[src/core/sip_regs.vh]
// Register map, field positions, reset values and timing constants of the persistence block.
`ifndef SIP_REGS_VH
`define SIP_REGS_VH

`define SIP_ADDR_PERSIST     5'h0C
`define SIP_ADDR_MISC_CFG    5'h0D
`define SIP_ADDR_PULSE_CNT   5'h0E

`define SIP_PERSIST_RST      8'h00
`define SIP_MISC_CFG_RST     8'h00
`define SIP_PULSE_CNT_RST    8'h00
`define SIP_MISC_CFG_MASK    8'h07

`define SIP_PROX_SEL_HI      7
`define SIP_PROX_SEL_LO      4
`define SIP_LIGHT_SEL_HI     3
`define SIP_LIGHT_SEL_LO     0
`define SIP_LED_REDUCE_BIT   0
`define SIP_WAIT_STRETCH_BIT 1
`define SIP_GAIN_SCALE_BIT   2

`define SIP_LIGHT_DIRECT_MAX 4'h3
`define SIP_LIGHT_OFFSET     4'h3
`define SIP_LIGHT_STEP       6'h05
`define SIP_WAIT_MULT        4'hC

`define SIP_WAIT_STEP_NS     2730000
`define SIP_CLK_PERIOD_NS    25
`define SIP_LED_REDUCE_DIV   4'h9

`endif

[src/core/sip_irq_persist_cfg.v]
// Interrupt persistence filter and miscellaneous configuration of a light and proximity sensor.
`timescale 1ns/1ps
`default_nettype none
`include "sip_regs.vh"

module sip_irq_persist_cfg #(
  parameter WAIT_STEP_CYC = (`SIP_WAIT_STEP_NS + `SIP_CLK_PERIOD_NS - 1) / `SIP_CLK_PERIOD_NS,
  parameter LED_HALF_CYC  = 4
) (
  // Clock and reset
  input  wire        core_clk,
  input  wire        rst_n,
  // Register port
  input  wire [4:0]  reg_addr,
  input  wire        reg_wr,
  input  wire [7:0]  reg_wdata,
  output reg  [7:0]  reg_rdata,
  // Interrupt enables from the enable register, and the light gain select
  input  wire        prox_irq_mask,
  input  wire        light_irq_mask,
  input  wire [1:0]  light_gain_sel,
  // Light result and thresholds
  input  wire        light_done,
  input  wire [15:0] ch0_result,
  input  wire [15:0] light_thr_low,
  input  wire [15:0] light_thr_high,
  // Proximity result and thresholds
  input  wire        prox_done,
  input  wire [15:0] prox_result,
  input  wire [15:0] prox_thr_low,
  input  wire [15:0] prox_thr_high,
  // Wait timer
  input  wire        wait_start,
  input  wire [7:0]  wait_period,
  output wire        wait_busy,
  // LED driver and light gain scaling
  input  wire        prox_accum_start,
  output wire        led_sink_pin,
  output wire        led_drive_reduce,
  output wire        light_gain_scale_low,
  output wire        led_pulse_busy,
  // Interrupt events
  output wire        prox_irq_event,
  output wire        light_irq_event
);

  reg        rst_s1_reg;
  reg        rst_s2_reg;
  wire       rst_core_n = rst_s2_reg;

  reg  [7:0] persist_reg;
  reg  [7:0] misc_cfg_reg;
  reg  [7:0] pulse_cnt_reg;

  reg  [5:0] light_trip;
  wire [3:0] prox_persist_sel  = persist_reg[`SIP_PROX_SEL_HI:`SIP_PROX_SEL_LO];
  wire [3:0] light_persist_sel = persist_reg[`SIP_LIGHT_SEL_HI:`SIP_LIGHT_SEL_LO];
  wire       wait_stretch      = misc_cfg_reg[`SIP_WAIT_STRETCH_BIT];

  wire       prox_out;
  wire       light_out;
  wire       prox_trip;
  wire       light_trip_ev;
  wire       led_on;

  reg  [8:0]  wait_steps_reg;
  reg  [3:0]  wait_mult_reg;
  reg  [31:0] wait_tick_reg;

  always @(posedge core_clk or negedge rst_n) begin
    if (!rst_n) begin
      rst_s1_reg <= 1'b0;
      rst_s2_reg <= 1'b0;
    end else begin
      rst_s1_reg <= 1'b1;
      rst_s2_reg <= rst_s1_reg;
    end
  end

  // Register writes; reserved configuration bits are held at zero.
  always @(posedge core_clk or negedge rst_core_n) begin
    if (!rst_core_n) begin
      persist_reg   <= `SIP_PERSIST_RST;
      misc_cfg_reg  <= `SIP_MISC_CFG_RST;
      pulse_cnt_reg <= `SIP_PULSE_CNT_RST;
    end else if (reg_wr) begin
      if (reg_addr == `SIP_ADDR_PERSIST) begin
        persist_reg <= reg_wdata;
      end else if (reg_addr == `SIP_ADDR_MISC_CFG) begin
        misc_cfg_reg <= reg_wdata & `SIP_MISC_CFG_MASK;
      end else if (reg_addr == `SIP_ADDR_PULSE_CNT) begin
        pulse_cnt_reg <= reg_wdata;
      end
    end
  end

  always @* begin
    if (reg_addr == `SIP_ADDR_PERSIST) begin
      reg_rdata = persist_reg;
    end else if (reg_addr == `SIP_ADDR_MISC_CFG) begin
      reg_rdata = misc_cfg_reg;
    end else if (reg_addr == `SIP_ADDR_PULSE_CNT) begin
      reg_rdata = pulse_cnt_reg;
    end else begin
      reg_rdata = 8'h00;
    end
  end

  // Light code to required run length.
  always @* begin
    if (light_persist_sel <= `SIP_LIGHT_DIRECT_MAX) begin
      light_trip = {2'b00, light_persist_sel};
    end else begin
      light_trip = `SIP_LIGHT_STEP * {2'b00, light_persist_sel - `SIP_LIGHT_OFFSET};
    end
  end

  assign light_out = (ch0_result < light_thr_low) || (ch0_result > light_thr_high);
  assign prox_out  = (prox_result < prox_thr_low) || (prox_result > prox_thr_high);

  sip_persist_filter #(.CNT_W(4)) u_prox_filter (
    .core_clk     (core_clk),
    .rst_n        (rst_core_n),
    .result_valid (prox_done),
    .out_of_range (prox_out),
    .trip_count   (prox_persist_sel),
    .trip         (prox_trip)
  );

  sip_persist_filter #(.CNT_W(6)) u_light_filter (
    .core_clk     (core_clk),
    .rst_n        (rst_core_n),
    .result_valid (light_done),
    .out_of_range (light_out),
    .trip_count   (light_trip),
    .trip         (light_trip_ev)
  );

  assign prox_irq_event  = prox_trip && prox_irq_mask;
  assign light_irq_event = light_trip_ev && light_irq_mask;

  // Wait timer: wait_period is two's complement, so 256 minus the value gives the steps.
  always @(posedge core_clk or negedge rst_core_n) begin
    if (!rst_core_n) begin
      wait_steps_reg <= 9'h000;
      wait_mult_reg  <= 4'h0;
      wait_tick_reg  <= 32'h0000_0000;
    end else if (wait_start && !wait_busy) begin
      wait_steps_reg <= 9'h100 - {1'b0, wait_period};
      wait_mult_reg  <= wait_stretch ? `SIP_WAIT_MULT - 4'h1 : 4'h0;
      wait_tick_reg  <= 32'h0000_0000;
    end else if (wait_busy) begin
      if (wait_tick_reg == WAIT_STEP_CYC - 1) begin
        wait_tick_reg <= 32'h0000_0000;
        if (wait_steps_reg == 9'h001 && wait_mult_reg != 4'h0) begin
          wait_steps_reg <= 9'h100 - {1'b0, wait_period};
          wait_mult_reg  <= wait_mult_reg - 4'h1;
        end else begin
          wait_steps_reg <= wait_steps_reg - 9'h001;
        end
      end else begin
        wait_tick_reg <= wait_tick_reg + 32'h0000_0001;
      end
    end
  end

  assign wait_busy = (wait_steps_reg != 9'h000);

  sip_led_pulser #(.HALF_CYC(LED_HALF_CYC)) u_led_pulser (
    .core_clk    (core_clk),
    .rst_n       (rst_core_n),
    .start       (prox_accum_start),
    .pulse_count (pulse_cnt_reg),
    .led_on      (led_on),
    .busy        (led_pulse_busy)
  );

  // The pin sinks current while on; the reduced level goes to the analog driver.
  assign led_sink_pin         = led_on;
  assign led_drive_reduce     = misc_cfg_reg[`SIP_LED_REDUCE_BIT];
  assign light_gain_scale_low = misc_cfg_reg[`SIP_GAIN_SCALE_BIT] &&
                                (light_gain_sel <= 2'b01);

endmodule // sip_irq_persist_cfg
`default_nettype wire

[src/core/sip_led_pulser.v]
// LED pulse train generator for the proximity accumulation state.
`timescale 1ns/1ps
`default_nettype none
`include "sip_regs.vh"

module sip_led_pulser #(
  parameter HALF_CYC = 4
) (
  // Clock and reset
  input  wire       core_clk,
  input  wire       rst_n,
  // Control
  input  wire       start,
  input  wire [7:0] pulse_count,
  // Outputs
  output reg        led_on,
  output wire       busy
);

  reg [7:0] left_reg;
  reg [7:0] tick_reg;

  assign busy = (left_reg != 8'h00) || led_on;

  always @(posedge core_clk or negedge rst_n) begin
    if (!rst_n) begin
      left_reg <= 8'h00;
      tick_reg <= 8'h00;
      led_on   <= 1'b0;
    end else if (start && !busy) begin
      left_reg <= pulse_count;
      tick_reg <= 8'h00;
    end else if (busy) begin
      if (tick_reg == HALF_CYC[7:0] - 8'h01) begin
        tick_reg <= 8'h00;
        if (led_on) begin
          led_on <= 1'b0;
        end else if (left_reg != 8'h00) begin
          led_on   <= 1'b1;
          left_reg <= left_reg - 8'h01;
        end
      end else begin
        tick_reg <= tick_reg + 8'h01;
      end
    end
  end

endmodule // sip_led_pulser
`default_nettype wire

[src/core/sip_persist_filter.v]
// Consecutive out-of-range counter for one channel with a programmable trip count.
`timescale 1ns/1ps
`default_nettype none
`include "sip_regs.vh"

module sip_persist_filter #(
  parameter CNT_W = 6
) (
  // Clock and reset
  input  wire             core_clk,
  input  wire             rst_n,
  // Result stream
  input  wire             result_valid,
  input  wire             out_of_range,
  input  wire [CNT_W-1:0] trip_count,
  // Event
  output reg              trip
);

  reg [CNT_W-1:0] run_reg;
  reg [CNT_W-1:0] run_next;
  reg             trip_next;

  always @* begin
    run_next  = run_reg;
    trip_next = 1'b0;
    if (result_valid) begin
      if (trip_count == {CNT_W{1'b0}}) begin
        trip_next = 1'b1;
        run_next  = {CNT_W{1'b0}};
      end else if (!out_of_range) begin
        run_next = {CNT_W{1'b0}};
      end else if (run_reg >= trip_count - 1'b1) begin
        trip_next = 1'b1;
        run_next  = trip_count;
      end else begin
        run_next = run_reg + 1'b1;
      end
    end
  end

  always @(posedge core_clk or negedge rst_n) begin
    if (!rst_n) begin
      run_reg <= {CNT_W{1'b0}};
      trip    <= 1'b0;
    end else begin
      run_reg <= run_next;
      trip    <= trip_next;
    end
  end

endmodule // sip_persist_filter
`default_nettype wire

[config.mk]
export PLATFORM = sky130hd
export DESIGN_NAME = sip_irq_persist_cfg
export DESIGN_NICKNAME = d
export VERILOG_FILES = /design/src/core/sip_irq_persist_cfg.v /design/src/core/sip_led_pulser.v /design/src/core/sip_persist_filter.v
export VERILOG_INCLUDE_DIRS = /design/src /design/src/core
export SDC_FILE = /design/constraint.sdc
export NUM_CORES = 1
export LEC_CHECK = 0
export BUFFER_PORTS_ARGS = -buffer_cell sky130_fd_sc_hd__buf_2
export CELL_PAD_IN_SITES_DETAIL_PLACEMENT = 1
export CELL_PAD_IN_SITES_GLOBAL_PLACEMENT = 1
export CORE_ASPECT_RATIO = 1.75
export CORE_MARGIN = 4
export CORE_UTILIZATION = 43
export DETAILED_ROUTE_END_ITERATION = 16
export PLACE_DENSITY = 0.93
export SLEW_MARGIN = 10
export SYNTH_ARGS = -nofsm -noshare
export SYNTH_HDL_FRONTEND = slang
export SYNTH_HIERARCHICAL = 1
export SYNTH_SLANG_ARGS = --single-unit
[constraint.sdc]
create_clock -name core_clk -period 3.5 [get_ports core_clk]
set_input_delay 0.175 -clock core_clk [delete_from_list [all_inputs] [get_ports core_clk]]
set_output_delay 0.175 -clock core_clk [all_outputs]
set_load 0.01 [all_outputs]
==> impl_results.md, run 1 <==
* Cell area after layout at 8816 um^2
* Post-synthesis cell count at 823
* Max_slew headroom at 33.67%
* Nature of the critical path startpoint: flop
* Worst-path cell chain: a21oi_4 > xor2_1 > ha_1 > ha_2 > inv_2 > fa_2 > nor2_4 > nor3_4 > nand3_2 > xor2_1 > ha_1 > nand4_1 > o221ai_2 > buf_6 > mux2i_1 > o2bb2ai_1
* Syn nets at approximately 1000
* Clock tree sinks at 95
* Tot GR Track Use at between 20% and 30%
* HPWL reported at the end of detailed placement at 19320 um
* Hold Crit Depth at 2
* Flops & latches, synth at 95
* EDFF count, synth at 0
* Slowest CP cell: fa_2
* Vias per cell at 5.911
* Ys async rst share at 100.0%
* Iteration-0 DRC Markers at 337
* Most common cell in the netlist: inv_1
* DRT Pass-1 Iters at 4
* Largest net degree at the start of global routing at 39
* Sequential share of the synthesized area at about a third
* Post-layout nets at roughly 1200
* Drt total wl at about 25000 um
* CP Data Arrival Time at 3.90 ns
* Worst min path class: input port to flop
* GPL Wtd Cong at 0.8467
* Global route overflow at 0
* Num ports at ~140
* Initial Utilization at 43.58%
* Count of final max-slew check failures at 0
* Leak at 4.304 nW
* Die Area at 19330 um^2
* Max reg flops at 32
* Mapped Area at 7351 um^2
* CTS Buffer Depth at 2
* Tmin final at 3.664 ns
* CTS tree: yes
* Power Density at 455.5 nW/um^2
* Top post-synthesis cells by count: inv_1 (97), dfrtp_1 (95), ha_1 (89)
* H-Tree Level Count at 3
* Crit-path max cell delay at 0.55 ns
* Final Power at 4.016 mW
* Clk Latency, worst-skew pair at ~0.35 ns
* Routed wl met3 at 1221 um
* Synth-to-layout area growth at 19.93%
* Residual DRC count at 0
* Core area at between 15000 and 20000 um^2
* Final setup skew at roughly 0.010 ns
* Global-route wire length before repair at 40350 um
* Dpl ws at -0.2312 ns
* Number of global-route vias before repair at between 8000 and 9000
* Synth cell types at 75
* Slew @ Worst Pin at 0.9924 ns
* M1 WL at 8501 um
* Die Wd at 106.8 um
* Path type of the worst setup path: flop to flop
* Port Buf Inserts at 141
* Synth top area share at 32.34%
* Wire length on met2 at 13750 um
* R2R Setup Slk at -0.16 ns
* Post-route ant nets at 0
* RR Endpoint: u_light_filter/run_reg[5]
* Final worst-path cycle share at 104.7%
* HP Start: reg_wdata[6]
* Average routed wire per standard cell at 20.58 um
* Failing checks: negative setup slack
* Placed Area at approximately 8400 um^2
* Ratio of cells with drive above 1 in the final layout at 23.88%
* Top FF cell, synth: dfrtp_1
* Clk pin slew, worst setup/hold paths at 0.08 ns
* Endpoint, Worst Hold: persist_reg[6]
* # rows at 63
* Vias at 7170
* RSZ-0062 raised after global routing: true
* Fmax at 273.0 MHz
* Yosys top cell by area: dfrtp_1
* Outcome: finished with violations
* # setup viols final at 7
* Min setup slack post-route at -0.1636 ns
* Synth warn at 6
* Clock root buffer: clkbuf_16
* Die height at 181.0 um
* Hold Slack at about 0.068 ns
* Sum Neg Setup Slack at -0.9257 ns
* Mean Syn Cell Area at around 9 um^2
* Reg2Reg Launch Point: persist_reg[0]
* CP required at between 3 and 4 ns
* Initial antenna violation count at 3
* Max-cap violations at 0
* Synth area leaders: dfrtp_1 (32%), ha_1 (15%), inv_1 (5.0%), nor2_1 (3.4%), mux2_2 (3.4%)
* Final hold vios at 0
* CP max FO at 5
* Worst vdd ir at 0.0002606 V
* Num CTS Buffers at 9
* Top Metal Used: met5
* Worst reg2reg path depth at 16
* Crit. End Element: flop
[critical path, delay by kind of cell, from the launching register on]
kind            cells  cell delay, ns
flops               1            0.46
xor+xnor            2            0.26
buf+inv             2            0.21
mux                 1            0.22
simple gates        4            0.48
fa+ha+maj           4            1.40
compound gates      3            0.51
[placed cells by master (no fill, tap or decap), types with 20 or more instances in the layout]
cell type / n
a21oi_1: 34
buf_2: 141
buf_4: 20
dfrtp_1: 92
ha_1: 87
inv_1: 96
mux2_2: 22
nand2_1: 52
nand3_1: 23
nand4_1: 25
nor2_1: 66
o21ai_0: 27
xor2_1: 27
[per-stage QoR]
stage          utilization, %  cells
4_1_cts                 51.99   1209
5_1_grt                 52.26   1213
3_3_place_gp            49.71   1188
6_report                52.26   1213
2_1_floorplan               -    823
3_5_place_dp            49.71   1188
[cell type report]
class | instances | area (um^2)
clock inverter | 7 | 61.31
sequential | 95 | 2384
inverter | 98 | 367.9
antenna | 2 | 5.005
tap | 227 | 284.0
timing repair buffer | 164 | 888.4
clock buffer | 9 | 225.2
fill | 2085 | 8053
multi-input combinational | 611 | 4601
[how the worst max path moves through the flow]
stage / start / slack (ns) / end
floorplan: persist_reg[0] / 0.15 / u_light_filter/run_reg[3]
global placement: persist_reg[1] / 0.05 / u_light_filter/run_reg[3]
detailed placement: persist_reg[1] / -0.23 / u_light_filter/run_reg[4]
CTS: persist_reg[0] / -0.08 / u_light_filter/run_reg[5]
global route: persist_reg[0] / -0.25 / u_light_filter/run_reg[5]
finish: persist_reg[0] / -0.16 / u_light_filter/run_reg[5]
[power by group]
part           leakage (nW)  internal (mW)  total [mW]  switching, mW
Combinational          2.99          0.732        1.62          0.884
Sequential             1.18           1.23        1.42          0.188
Clock                 0.135          0.497       0.977          0.481
[routing by layer]
metal	up-vias	global-route usage, %
met5	-	0
met4	2	15.98
met3	101	4.755
met2	283	50.33
met1	3504	24.44
li1	3280	-
[repair_timing]
| item | 4_1_cts | 5_1_grt |
|---|---|---|
| hold endpoints to repair | 2 | 0 |
| hold buffers | 1 | 0 |
| gates cloned | 0 | 0 |
| pin swaps | 10 | 2 |
| gates resized for setup | 13 | 6 |
| endpoints found under the setup margin | 7 | 7 |
| setup buffers | 4 | 2 |
[logic make-up after synthesis]
logic type	Yosys count	share of synthesized area (%)
multiplexers	36	5.277
buffers and inverters	117	6.162
adder cells (fa/ha/maj)	90	15.42
AO/OA/AOI/OAI	166	15.63
AND/OR/NAND/NOR	280	20.60
XOR/XNOR	38	4.528
flip-flops	95	32.34
other	1	0.05101
No activity file was read; power rests on OpenSTA's default activity.
==> run 2: changes to the inputs <==
- BUFFER_PORTS_ARGS: -buffer_cell sky130_fd_sc_hd__buf_2 -> -buffer_cell sky130_fd_sc_hd__buf_4
==> impl_results.md, run 2 (synthesis gave the netlist of run 1 again) <==
* CP Data Arrival Time at 3.85 ns
* Hold Slack at 0.06805 ns
* Die Area at 19330 um^2
* Max reg flops at 32
* CTS tree: yes
* Tmin final at 3.619 ns
* Critical path startpoint: persist_reg[0]
* Tot GR Track Use at approximately a quarter
* Average routed wire per standard cell at 20.46 um
* Sum Neg Setup Slack at -0.3926 ns
* Fillers at 2005
* Most common cell after layout, fill and taps aside: buf_4
* Count of final max-slew check failures at 0
* Worst vdd ir at 0.0002376 V
* GPL Wtd Cong at 0.8521
* RR Endpoint: u_light_filter/run_reg[5]
* Final worst-path cycle share at 103.4%
* Die height at approximately 180 um
* Combinational share of power at 39.6%
* Reg2Reg Launch Point: persist_reg[0]
* Worst reg2reg path depth at 15
* Path type of the worst setup path: flop to flop
* Sw Ratio at 37.46%
* Failing checks: negative setup slack
* Synth-to-layout area growth at 23.86%
* Clock tree sinks at 95
* N_diodes at 0
* P_sw at 1.479 mW
* CTS Buffer Depth at 2
* Clock root buffer: clkbuf_16
* H-Tree Level Count at 3
* Final setup skew at 0.009171 ns
* HPWL reported at the end of detailed placement at 19510 um
* R2R Setup Slk at -0.12 ns
* Global-route wire length before repair at 39000 um
* Iteration-0 DRC Markers at 318
* Clk pin slew, worst setup/hold paths at 0.08 ns
* # setup viols final at 6
* RSZ-0062 raised after global routing: true
* Final hold vios at 0
* Worst min path class: input port to flop
* Largest net degree at the start of global routing at 56
* Leak at approximately 4.4 nW
* Crit. End Element: flop
* Slew @ Worst Pin at 0.9718 ns
* # rows at 63
* CP required at 3.73 ns
* Ratio of cells with drive above 1 in the final layout at between 20 and 25%
* Most frequent cells in the layout: buf_4 (156), inv_1 (97), dfrtp_1 (92)
* Residual DRC count at 0
* Fmax at 276.3 MHz
* Clk pwr share at 24.1%
* Number of global-route vias before repair at 7980
* Initial antenna violation count at 0
* Port Buf Inserts at 141
* Core area at 16870 um^2
* Post-route ant nets at 0
* Power Density at 433.5 nW/um^2
* Final Power at 3.947 mW
* CP max FO at 11
* Post-layout nets at approximately 1200
* Num CTS Buffers at 9
* Seq pwr share at 36.2%
* Outcome: finished with violations
* Drt total wl at 24660 um
* Max-cap violations at 0
* Max_slew headroom at 35.22%
* Nature of the critical path startpoint: flop
* Initial Utilization at between 40% and 50%
* Clk Latency, worst-skew pair at about 0.35 ns
* DRT Pass-1 Iters at 4
* Worst Setup EP: u_light_filter/run_reg[5]
* Dpl ws at -0.1081 ns
* Vias per cell at ~5.9
* Die Wd at 106.8 um
* Num ports at approximately 140
* Global route overflow at 0
* Vias at 7078
* Int Pwr at 2.468 mW
* Min setup slack post-route at -0.1188 ns
run 2: power by group through the flow:
stage	Clock [mW]	Sequential (mW)	Combinational, mW
floorplan	0	1.37	0.978
global placement	0	1.42	1.35
detailed placement	0	1.44	1.48
CTS	0.971	1.42	1.52
global route	1.02	1.45	1.71
finish	0.953	1.43	1.56
run 2: cell type report:
class                           count  area, um^2  share of cell area, %
Clock buffer                        9       225.2                  2.474
Sequential cell                    95        2384                  26.18
Clock inverter                      7       53.80                 0.5909
Timing Repair Buffer              158        1201                  13.19
Multi-Input combinational cell    611        4589                  50.41
Tap cell                          227       284.0                  3.119
Inverter                           98       367.9                  4.040
run 2: how the worst min path moves through the flow:
stage,endpoint,slack (ns),depth (start not counted),from
2_1_floorplan,rst_core_n,-0.12,0,rst_n
4_1_cts,u_prox_filter/run_reg[1],0.05,2,prox_done
6_report,u_prox_filter/run_reg[1],0.07,2,prox_done
5_1_grt,u_prox_filter/run_reg[0],0.06,2,prox_done
3_3_place_gp,rst_s1_reg,-0.04,1,rst_n
3_5_place_dp,rst_s1_reg,-0.04,1,rst_n
run 2: stage by stage:
step / utilization [%] / instance area (um^2) / instances
final: 53.98 / 9105 / 1205
after global routing: 53.98 / 9105 / 1205
after CTS: 53.75 / 9067 / 1204
after detailed placement: 51.79 / 8736 / 1186
after global placement: 51.79 / 8736 / 1186
after floorplan: - / 7351 / 823
run 2: repair_timing:
action                                 in CTS  in global routing
hold buffers                                1                  0
resized for setup                           8                  6
setup buffers                               1                  1
pin swaps                                   1                  1
setup endpoints to repair                   7                  7
endpoints found under the hold margin       2                  0
run 2: critical path, stage by stage (launching register included):
cell	delay, ns
dfrtp_2	0.48
a21oi_4	0.17
xor2_1	0.09
ha_1	0.29
ha_1	0.14
inv_1	0.05
fa_1	0.39
xor2_1	0.18
a22o_1	0.28
xor2_1	0.18
ha_1	0.34
nand4_1	0.13
o221ai_2	0.25
buf_12	0.18
mux2i_1	0.24
o2bb2ai_1	0.10
run 2: routing by layer:
layer | up-vias | global-route usage, % | part of all wire, %
met3 | 98 | 4.970 | 5.1
met2 | 229 | 50.58 | 56
li1 | 3256 | - | -
met4 | 0 | 14.90 | 6.3
met1 | 3495 | 22.18 | 33
met5 | - | 0 | 0
